### config.mk
export PLATFORM = sky130hd
export DESIGN_NAME = spwm_top
export DESIGN_NICKNAME = d
export VERILOG_FILES = /design/src/verilog/spwm_pkg.sv /design/src/verilog/spwm_timer.sv /design/src/verilog/spwm_top.sv
export SDC_FILE = /design/constraint.sdc
export NUM_CORES = 1
export LEC_CHECK = 0
export ABC_CLOCK_PERIOD_IN_PS = 3150
export BUFFER_PORTS_ARGS = -buffer_cell sky130_fd_sc_hd__buf_4
export CAP_MARGIN = 25
export CORE_UTILIZATION = 35
export CTS_BUF_LIST = sky130_fd_sc_hd__clkbuf_8
export DETAILED_ROUTE_END_ITERATION = 8
export GPL_ROUTABILITY_DRIVEN = 1
export PLACE_DENSITY_LB_ADDON = 0.3
export SLEW_MARGIN = 25
export SYNTH_ARGS = -nofsm -noshare
export SYNTH_HDL_FRONTEND = slang
export SYNTH_SLANG_ARGS = --single-unit
### constraint.sdc
create_clock -name mclk -period 3.15 [get_ports mclk]
set_input_delay 0.1575 -clock mclk [delete_from_list [all_inputs] [get_ports mclk]]
set_output_delay 0.1575 -clock mclk [all_outputs]
set_load 0.01 [all_outputs]
### src/verilog/spwm_pkg.sv
// ----------------------------------------------------------------------
// Shared constants of the standard PWM generator
// ----------------------------------------------------------------------
package spwm_pkg;

   // Bus widths and timer count
   localparam int ADR_W = 8;
   localparam int DAT_W = 32;
   localparam int N_TMR = 3;

   // Register byte offsets, block-level registers
   localparam logic [7:0] OFS_PWM_CTRL = 8'h00;
   localparam logic [7:0] OFS_DUTY_HIGH = 8'h04;
   localparam logic [7:0] OFS_DUTY_SHADOW = 8'h08;
   localparam logic [7:0] OFS_TIMER_SELECT = 8'h0c;
   localparam logic [7:0] OFS_PIN_DIRECTION = 8'h10;
   localparam logic [7:0] OFS_MATCH_FLAGS = 8'h14;
   localparam logic [7:0] OFS_STATUS = 8'h18;

   // Per-timer register window: base + stride * index
   localparam logic [3:0] TMR_WIN_FIRST = 4'h2;
   localparam logic [3:0] TMR_WIN_LAST = 4'h4;
   localparam logic [3:0] OFS_TIMER_CTRL = 4'h0;
   localparam logic [3:0] OFS_PERIOD = 4'h4;
   localparam logic [3:0] OFS_TIMER_COUNT = 4'h8;

   // Fields of pwm_ctrl
   localparam int MODE_HI = 3;
   localparam int MODE_LO = 2;
   localparam logic [1:0] MODE_PWM = 2'h3;
   localparam int DLOW_HI = 5;
   localparam int DLOW_LO = 4;

   // Fields of timer_ctrl
   localparam int RUN_BIT = 2;
   localparam int PS_HI = 1;
   localparam int PS_LO = 0;
   localparam logic [1:0] PS_DIV1 = 2'h0;
   localparam logic [1:0] PS_DIV4 = 2'h1;

   // Last prescaler count per ratio: four clocks times 1, 4 or 16
   localparam logic [5:0] PRE_LAST_1 = 6'h03;
   localparam logic [5:0] PRE_LAST_4 = 6'h0f;
   localparam logic [5:0] PRE_LAST_16 = 6'h3f;

   // Reset values
   localparam logic [7:0] RST_BYTE = 8'h00;
   localparam logic [7:0] RST_PERIOD = 8'hff;
   localparam logic RST_PIN_DIRECTION = 1'b1;
   localparam logic [1:0] RST_TIMER_SELECT = 2'h0;

   // Clock
   localparam int CLK_PERIOD_NS = 8;

endpackage

### src/verilog/spwm_timer.sv
`timescale 1ns/100ps
// ----------------------------------------------------------------------
// One 8-bit period timer with prescaler and two sub-count bits
// ----------------------------------------------------------------------
module spwm_timer
   import spwm_pkg::*;
(
   input wire logic mclk,
   input wire logic nrst,
   input wire logic run,
   input wire logic freeze,
   input wire logic [1:0] ps_sel,
   input wire logic [7:0] period,
   input wire logic cnt_we,
   input wire logic [7:0] cnt_wdata,
   output logic [7:0] count,
   output logic [9:0] tb_next,
   output logic adv,
   output logic wrap
);

   typedef struct packed {
      logic [5:0] pre;
      logic [7:0] cnt;
   } spwm_tmr_s;

   spwm_tmr_s s_q;
   spwm_tmr_s s_d;
   logic [5:0] pre_last;

   // Next state of prescaler and count
   always_comb begin
      s_d = s_q;
      wrap = 1'b0;
      adv = 1'b0;
      case (ps_sel)
         PS_DIV1: pre_last = PRE_LAST_1;
         PS_DIV4: pre_last = PRE_LAST_4;
         default: pre_last = PRE_LAST_16;
      endcase
      if (cnt_we) begin
         s_d.cnt = cnt_wdata;
         s_d.pre = '0;
      end else if (run && !freeze) begin
         adv = 1'b1;
         if (s_q.pre == pre_last) begin
            s_d.pre = '0;
            if (s_q.cnt == period) begin
               s_d.cnt = '0;
               wrap = 1'b1;
            end else begin
               s_d.cnt = s_q.cnt + 8'h01;
            end
         end else begin
            s_d.pre = s_q.pre + 6'h01;
         end
      end
      // Low two bits: clock phase at 1:1, prescaler bits otherwise
      case (ps_sel)
         PS_DIV1: tb_next = {s_d.cnt, s_d.pre[1:0]};
         PS_DIV4: tb_next = {s_d.cnt, s_d.pre[3:2]};
         default: tb_next = {s_d.cnt, s_d.pre[5:4]};
      endcase
   end

   // State register
   always_ff @(posedge mclk) begin
      if (!nrst) begin
         s_q <= '0;
      end else begin
         s_q <= s_d;
      end
   end

   assign count = s_q.cnt;

endmodule // spwm_timer

### src/verilog/spwm_top.sv
`timescale 1ns/100ps
// How it works
// - One output pin carries a PWM waveform of up to 10 bits resolution.
// - Writing zero to pwm_ctrl leaves PWM and releases the pin.
// - Two-bit timer_select picks one of three 8-bit period timers.
// - Period is (period_reg + 1) times four clocks times prescale.
// - After count equals period: count clears, pin rises unless the new duty is zero, duty is latched.
// - Postscaler bits are stored but never shape the period.
// - Duty is duty_high_bits above the two duty_low_bits of pwm_ctrl.
// - Duty writes are taken anytime but apply at the next period end.
// - duty_shadow is read-only while PWM mode is selected.
// - duty_shadow plus a 2-bit latch double-buffer the duty value.
// - Time base is count with two sub-bits from clock or prescaler.
// - Time base equal to buffered duty drives the pin low.
// - High time is duty times clock period times prescale.
// - Duty ratio is duty over four times (period_reg + 1).
// - Resolution grows with period_reg, full 10 bits at 255.
// - A duty beyond the period never matches; the pin keeps its level.
// - Prescale ratios are 1, 4 and 16.
// - Sleep freezes timers and the pin; counting resumes on wake.
// - Reset restores all registers and turns the pin to input.
module spwm_top
   import spwm_pkg::*;
(
   input wire logic mclk,
   input wire logic nrst,
   input wire logic wb_cyc_i,
   input wire logic wb_stb_i,
   input wire logic wb_we_i,
   input wire logic [ADR_W-1:0] wb_adr_i,
   input wire logic [3:0] wb_sel_i,
   input wire logic [DAT_W-1:0] wb_dat_i,
   output logic [DAT_W-1:0] wb_dat_o,
   output logic wb_ack_o,
   input wire logic sleep_req,
   output logic pwm_out_pin_o,
   output logic pwm_out_pin_oe
);

   // ----------------------------------------------------------------
   // State
   // ----------------------------------------------------------------
   typedef struct packed {
      logic ack;
      logic [DAT_W-1:0] dat;
      logic [7:0] pwm_ctrl;
      logic [7:0] duty_high;
      logic [7:0] duty_shadow;
      logic [1:0] duty_latch;
      logic [1:0] timer_select;
      logic pin_direction;
      logic [N_TMR-1:0] match_flag;
      logic [N_TMR-1:0][7:0] timer_ctrl;
      logic [N_TMR-1:0][7:0] period;
      logic level;
      logic out;
      logic oe;
      logic sleep_s1;
      logic sleep_s2;
   } spwm_top_s;

   spwm_top_s s_q;
   spwm_top_s s_d;

   logic [N_TMR-1:0][7:0] t_count;
   logic [N_TMR-1:0][9:0] t_tb_next;
   logic [N_TMR-1:0] t_adv;
   logic [N_TMR-1:0] t_wrap;
   logic [N_TMR-1:0] t_cnt_we;
   logic wr_go;
   logic rd_go;
   logic tmr_win;
   logic [3:0] tmr_idx;
   logic pwm_mode;
   logic sel_valid;
   logic sel_adv;
   logic sel_wrap;
   logic [9:0] sel_tb;
   logic [9:0] duty_new;
   logic [9:0] duty_buf;

   // ----------------------------------------------------------------
   // Bus decode
   // ----------------------------------------------------------------

   // Write commits on the edge where the master sees ack
   assign wr_go = wb_cyc_i && wb_stb_i && wb_we_i && s_q.ack && wb_sel_i[0];
   assign rd_go = wb_cyc_i && wb_stb_i && !s_q.ack;
   assign tmr_win = (wb_adr_i[7:4] >= TMR_WIN_FIRST) && (wb_adr_i[7:4] <= TMR_WIN_LAST);
   assign tmr_idx = wb_adr_i[7:4] - TMR_WIN_FIRST;

   // ----------------------------------------------------------------
   // Period timers
   // ----------------------------------------------------------------
   generate
      for (genvar k = 0; k < N_TMR; k++) begin : g_tmr
         assign t_cnt_we[k] = wr_go && tmr_win && (tmr_idx == 4'(k))
                              && (wb_adr_i[3:0] == OFS_TIMER_COUNT);
         spwm_timer u_tmr (
            .mclk(mclk),
            .nrst(nrst),
            .run(s_q.timer_ctrl[k][RUN_BIT]),
            .freeze(s_q.sleep_s2),
            .ps_sel(s_q.timer_ctrl[k][PS_HI:PS_LO]),
            .period(s_q.period[k]),
            .cnt_we(t_cnt_we[k]),
            .cnt_wdata(wb_dat_i[7:0]),
            .count(t_count[k]),
            .tb_next(t_tb_next[k]),
            .adv(t_adv[k]),
            .wrap(t_wrap[k])
         );
      end
   endgenerate

   // Time base selection; the unused code selects nothing
   assign sel_valid = (s_q.timer_select < 2'(N_TMR));
   assign sel_adv = sel_valid && t_adv[s_q.timer_select];
   assign sel_wrap = sel_valid && t_wrap[s_q.timer_select];
   assign sel_tb = sel_valid ? t_tb_next[s_q.timer_select] : '0;

   // Duty assembly
   assign pwm_mode = (s_q.pwm_ctrl[MODE_HI:MODE_LO] == MODE_PWM);
   assign duty_new = {s_q.duty_high, s_q.pwm_ctrl[DLOW_HI:DLOW_LO]};
   assign duty_buf = {s_q.duty_shadow, s_q.duty_latch};

   // ----------------------------------------------------------------
   // Next state
   // ----------------------------------------------------------------
   always_comb begin
      s_d = s_q;
      // Sleep level from outside, two flops
      s_d.sleep_s1 = sleep_req;
      s_d.sleep_s2 = s_q.sleep_s1;

      // Bus answer, one cycle after the request
      s_d.ack = rd_go;
      s_d.dat = '0;
      if (rd_go) begin
         if (tmr_win) begin
            case (wb_adr_i[3:0])
               OFS_TIMER_CTRL: s_d.dat[7:0] = s_q.timer_ctrl[tmr_idx[1:0]];
               OFS_PERIOD: s_d.dat[7:0] = s_q.period[tmr_idx[1:0]];
               OFS_TIMER_COUNT: s_d.dat[7:0] = t_count[tmr_idx[1:0]];
               default: s_d.dat = '0;
            endcase
         end else begin
            case (wb_adr_i)
               OFS_PWM_CTRL: s_d.dat[7:0] = s_q.pwm_ctrl;
               OFS_DUTY_HIGH: s_d.dat[7:0] = s_q.duty_high;
               OFS_DUTY_SHADOW: s_d.dat[7:0] = s_q.duty_shadow;
               OFS_TIMER_SELECT: s_d.dat[1:0] = s_q.timer_select;
               OFS_PIN_DIRECTION: s_d.dat[0] = s_q.pin_direction;
               OFS_MATCH_FLAGS: s_d.dat[N_TMR-1:0] = s_q.match_flag;
               OFS_STATUS: s_d.dat[0] = s_q.level;
               default: s_d.dat = '0;
            endcase
         end
      end

      // Register writes; duty registers accept writes at any time, except duty_shadow while PWM mode is selected
      if (wr_go) begin
         if (tmr_win) begin
            case (wb_adr_i[3:0])
               OFS_TIMER_CTRL: s_d.timer_ctrl[tmr_idx[1:0]] = wb_dat_i[7:0];
               OFS_PERIOD: s_d.period[tmr_idx[1:0]] = wb_dat_i[7:0];
               default: s_d.dat = s_d.dat;
            endcase
         end else begin
            case (wb_adr_i)
               OFS_PWM_CTRL: s_d.pwm_ctrl = wb_dat_i[7:0];
               OFS_DUTY_HIGH: s_d.duty_high = wb_dat_i[7:0];
               OFS_DUTY_SHADOW: begin
                  if (!pwm_mode) begin
                     s_d.duty_shadow = wb_dat_i[7:0];
                  end
               end
               OFS_TIMER_SELECT: s_d.timer_select = wb_dat_i[1:0];
               OFS_PIN_DIRECTION: s_d.pin_direction = wb_dat_i[0];
               OFS_MATCH_FLAGS: s_d.match_flag = s_q.match_flag & ~wb_dat_i[N_TMR-1:0];
               default: s_d.dat = s_d.dat;
            endcase
         end
      end

      // Match flags: a set wins over a clear in the same cycle
      s_d.match_flag = s_d.match_flag | t_wrap;

      // Waveform: rise and reload at period end, fall on duty match
      if (!pwm_mode) begin
         s_d.level = 1'b0;
      end else if (sel_wrap) begin
         s_d.duty_shadow = s_q.duty_high;
         s_d.duty_latch = s_q.pwm_ctrl[DLOW_HI:DLOW_LO];
         s_d.level = (duty_new != '0);
      end else if (sel_adv && (sel_tb == duty_buf)) begin
         s_d.level = 1'b0;
      end

      // Pin driver: PWM mode owns the pin only while direction is output
      s_d.out = s_d.level;
      s_d.oe = (s_d.pwm_ctrl != '0) && pwm_mode && !s_d.pin_direction;
      if (s_d.pwm_ctrl == '0) begin
         s_d.oe = 1'b0;
      end
   end

   // ----------------------------------------------------------------
   // State register
   // ----------------------------------------------------------------
   always_ff @(posedge mclk) begin
      if (!nrst) begin
         s_q.ack <= 1'b0;
         s_q.dat <= '0;
         s_q.pwm_ctrl <= RST_BYTE;
         s_q.duty_high <= RST_BYTE;
         s_q.duty_shadow <= RST_BYTE;
         s_q.duty_latch <= '0;
         s_q.timer_select <= RST_TIMER_SELECT;
         s_q.pin_direction <= RST_PIN_DIRECTION;
         s_q.match_flag <= '0;
         s_q.timer_ctrl <= '0;
         s_q.period <= {N_TMR{RST_PERIOD}};
         s_q.level <= 1'b0;
         s_q.out <= 1'b0;
         s_q.oe <= 1'b0;
         s_q.sleep_s1 <= 1'b0;
         s_q.sleep_s2 <= 1'b0;
      end else begin
         s_q <= s_d;
      end
   end

   // Outputs straight from flops
   assign wb_ack_o = s_q.ack;
   assign wb_dat_o = s_q.dat;
   assign pwm_out_pin_o = s_q.out;
   assign pwm_out_pin_oe = s_q.oe;

endmodule // spwm_top

# Word level (Yosys, flattened, before mapping)
# Index checks and enable logic that the tools add are counted.
[word_totals] output_inout_bits=35 ff_bits=135 inputBits=50
[classes] eq_ne=21 order_cmp=6 bitwise=5 muxes=80 n_addsub=7 n_reduce_logical=42
[op_table] op="$mux 8" count=16
[op_table] op="$mux 24" count=4
[op_table] op="$mux 14" count=6
[op_table] op="$mux 52" count=1
[op_table] op="$bmux 8 s2" count=3
[op_table] op="$bwmux 24" count=2
[op_table] op="$mux 48" count=1
[op_table] op="$mux 10" count=4
[op_table] op="$pmux 6 s2" count=3
[op_table] op="$add 8x1->8 const B" count=3
[op_table] op="$eq 8x5->1 const B" count=3
[op_table] op="$eq 8x8->1" count=3
[op_table] op="$pmux 8 s3" count=1
[op_table] op="$mux 1" count=23
[op_table] op="$logic_and 1x1->1" count=22
[op_table] op="$bmux 10 s2" count=1
[op_table] op="$add 6x1->6 const B" count=3
[op_table] op="$eq 6x6->1" count=3
[op_table] op="$mux 6" count=3
[op_table] op="$demux 8 s2" count=1
[op_table] op="$eq 8x4->1 const B" count=2
[op_table] op="$logic_not 8->1" count=2
[op_table] op="$pmux 5 s3" count=1
[op_table] op="$pmux 2 s2" count=3
[op_table] op="33 further kinds" count=47

# Logic depth before layout (Yosys ltp)
[logic_depth] word_depth=16 depth_mapped=13

# Hierarchy
# A second synthesis with hierarchy kept.
[hier_totals] hier_cells=1060 area_unflattened_um2=8874.8
[by_module_without_submodules] mod="spwm_top" cells_each=598 area_per_inst_um2=5177.5 instances=1
[by_module_without_submodules] mod="spwm_timer (g_tmr[0].u_tmr ...)" cells_each=158 area_per_inst_um2=1263.7 instances=2
[by_module_without_submodules] mod="spwm_timer (g_tmr[1].u_tmr)" cells_each=146 area_per_inst_um2=1169.9 instances=1

# Worst setup path after synthesis
# No wires, ideal clock.
[synth_path] path_type="reg2reg" startpoint="reg g_tmr[0].u_tmr.s_q[8] in the netlist's numbering" endpoint="reg s_q (netlist bit pwm_out_pin_o)" slack_ps=499 t_required_ps=3019 path_buffers=0 path_stages_with_launch=12 arrival_time_ps=2520 setup_ps=131 path_cell_list="dfxtp_1 -> ha_1 -> nand3b_1 -> nor4_1 -> nor2_2 -> o41ai_2 -> a21oi_1 -> o32ai_2 -> mux2_1 -> o21a_1 -> a2111oi_2 -> a31oi_1"
[synth_via] elab_chain_cells=11
[synth_rtl] item="from (decl)" line_no="spwm_timer.sv:27" source="spwm_tmr_s s_q;"
[synth_rtl] item="from (signal assigned)" line_no="spwm_timer.sv:69" source="s_q <= '0;"
[synth_rtl] item="from (signal assigned)" line_no="spwm_timer.sv:71" source="s_q <= s_d;"
[synth_rtl] item="$add 6x1->6 / $eq 6x6->1 (equally long branches)" line_no="spwm_timer.sv:55, spwm_timer.sv:46"
[synth_rtl] item="$mux 6" line_no="spwm_timer.sv:46" source="if (s_q.pre == pre_last) begin"
[synth_rtl] item="$mux 14" line_no="spwm_timer.sv:44" source="end else if (run && !freeze) begin"
[synth_rtl] item="$mux 14" line_no="spwm_timer.sv:41" source="if (cnt_we) begin"
[synth_rtl] item="$pmux 2 s2" line_no="spwm_timer.sv:59" source="case (ps_sel)"
[synth_rtl] item="$bmux 10 s2" line_no="spwm_top.sv:120" source="assign sel_tb = sel_valid ? t_tb_next[s_q.timer_select] : '0;"
[synth_rtl] item="$mux 10 (not written as such)" line_no="spwm_top.sv:120"
[synth_rtl] item="$mux 10" line_no="spwm_top.sv:120"
[synth_rtl] item="$eq 10x10->1" line_no="spwm_top.sv:196" source="end else if (sel_adv && (sel_tb == duty_buf)) begin"
[synth_rtl] item="$logic_and 1x1->1" line_no="spwm_top.sv:196"
[synth_rtl] item="$reduce_bool 2->1 (no line)"
[synth_rtl] item="to (decl)" line_no="spwm_top.sv:62" source="spwm_top_s s_q;"
# Several ways; a longest one is shown, not always the timed one. The select of a mux whose other input is x is not followed.
# A chain may end at the register's enable or synchronous reset.

# Final worst setup path
# Ends and elaborated chain as after synthesis.

==> metrics.yaml <==
status: "completed"
io_pins: 85
core_region_area_sq_mm: 0.0228
crit_path_start_kind: "flop"
utilization: 0.399
htree_levels: 4
crit_fanout: 11
root_buffer: "clkbuf_8"
area_growth_pct: 10.6
yosysTopAreaCell: "dfxtp_1"
fin_ws_ps: 214
synth_top_area_share: 0.327
cpMaxStageDelayCell: "dfxtp_1"
initial_utilization: 0.361
detailedPlace.worstSlack_ps: 144
setup_violations: 0
place_hpwl_microns: 19000
placementRows: 55
drt_iter0_drc: 757
synth_top_flop_cell: "dfxtp_1"
drt-wirelength-per-cell_microns: 19.2
drc: 0
antenna_cells: 0
clock-skew-final_ps: 19.4
cap_violations: 0
die_w_microns: 156
via_count: 7552
grt_max_degree: 69
final_hold_viol_count: 0
synth-edff-count: 0
netlist_instances: 1040
totalWireLength_microns: 26400
io_buffers: 33
final_cell_mix: "dfxtp_1, nor2_1, nand2_1"
yosys_warnings: 0
grt-ovfl-total: 0
antenna_found_initial: 0
slew_viol_final: 0
fmax_mhz: 341
cts_made_buffers: 17
fp.dieH_microns: 156
synthArstFlopShare: 0
vdd.ir_drop.worst_mv: 0.201
end_kind: "flop"
dieArea_sq_mm: 0.0242
worstPathArrival_ps: 3300
clock-sinks: 135
synth_area_leaders: "dfxtp_1, mux2i_1, nand2_1"
layout.nets: 1109
synth_seq_area_share: 0.327
yosysUniqueCellTypes: 86
grt_pass1_vias: 7042
finalCritPeriodShare: 0.932
grt_pass1_wl_microns: 41200
hold_path.class: "input pin to flop"
routed_via_density: 5.49
final_common_cell: "dfxtp_1"
drive_above_1_share: 0.129
cts_setup_buffers: 0
fin_crit_ps: 2940
power.total_mw: 3.48
setup_tns_ps: 0
p_per_area_mw_per_mm2: 382
cts.path.max_buffers: 2
max_stage_delay_ps: 400
synth.ff_latch_count: 135
tightestPinTransition_ps: 818
path_cells: "ha_1, nand3b_1, nor4_2, or2_2, o21ai_0, a21oi_1, o32ai_2, mux2_1, o21a_1, a2111oi_2, a31oi_1"
p_leak_nw: 3.70
cts_tree: "built"
critPathKind: "flop to flop"
insertion_delay_ps: 490
design_area_sq_mm: 0.00912
relSlewSlack: 0.455
critPathRequiredTime_ps: 3510
syn_avg_cell_area_sq_um: 7.94
firstDrtPassIters: 6
gp_congestion: 0.944
synth_area_sq_mm: 0.00825
ant_nets: 0
clk_pin_slew_ps: 90
placed_cell_area_sq_mm: 0.00869
grt_setup_unrepaired: "false"
grtUsageTotal: 0.224
==> layout make-up <==
class	count	area, sq um
Inverter	18	67.6
Sequential cell	135	2700
Clock inverter	13	158
Tap cell	313	392
Fill cell	2407	13700
Multi-Input combinational cell	809	5030
Clock buffer	18	248
Timing Repair Buffer	70	531
==> report_power, final <==
group          switching (mW)  total (mW)  internal [mW]
sequential            0.00231        1.71           1.71
clock                   0.811        1.55          0.743
combinational           0.159       0.219         0.0600
total                   0.973        3.48           2.51
==> cell families after synthesis <==
logic type | count (synthesis) | share of synthesized area
AOI/OAI and AO/OA | 211 | 0.181
muxes | 77 | 0.0937
adders and majority gates | 8 | 0.0121
DFF | 135 | 0.327
and+or+nand+nor | 441 | 0.260
other | 1 | 0.000454
xor gates and xnor gates | 48 | 0.0509
buffers and inverters | 119 | 0.0747
==> routing by layer <==
| metal | share of wire | routed length, microns | vias to the layer above | global-route usage |
|---|---|---|---|---|
| li1 | - | - | 3659 | - |
| met1 | 0.46 | 12200 | 3589 | 0.306 |
| met3 | 0.063 | 1660 | 38 | 0.0419 |
| met2 | 0.45 | 12000 | 266 | 0.354 |
| met5 | 0 | 0 | - | 0 |
| met4 | 0.021 | 562 | 0 | 0.0724 |
==> synth_stat cells, types with 11 or more instances <==
cell	n
dfxtp_1	135
nand2_1	125
nor2_1	125
mux2i_1	75
nand3_1	63
a21oi_1	50
clkbuf_1	47
xor2_1	43
o21ai_0	36
buf_4	34
and3_1	21
and2_1	18
inv_1	16
o211ai_1	16
a22oi_1	15
nand4_1	15
nor2b_1	14
a211oi_1	13
buf_2	13
o22ai_1	13
nor3_1	11
==> metrics by stage <==
step           hold WS (ps)  instances
3_3_place_gp            369       1343
2_1_floorplan           285       1063
5_1_grt                38.0       1376
6_report               42.2       1376
3_5_place_dp            370       1343
4_1_cts                24.6       1376
==> final timing paths <==
path | start | endpoint | slack, ps | cells past startpoint
setup / recovery | g_tmr[0].u_tmr.s_q[8] | pwm_out_pin_o | 210 | 11
setup reg to reg | g_tmr[0].u_tmr.s_q[8] | pwm_out_pin_o | 210 | 11
hold / removal | wb_dat_i[4] | duty_new[6] | 40 | 3
hold reg to reg | s_d[0] | s_q[0] | 440 | 1
==> critical path: cells and delay by family (launching register included) <==
family,cells,cell delay (ps)
AO/OA/AOI/OAI,6,1000
AND/OR/NAND/NOR,3,910
flip-flops,1,400
multiplexers,1,320
adder cells (fa/ha/maj),1,190
==> what timing repair did <==
item	CTS	global route
setup endpoints to repair	0	1
hold endpoints to repair	2	0
hold buffers	2	0
gates resized for setup	0	1
Power figures use the tool's default switching activity.
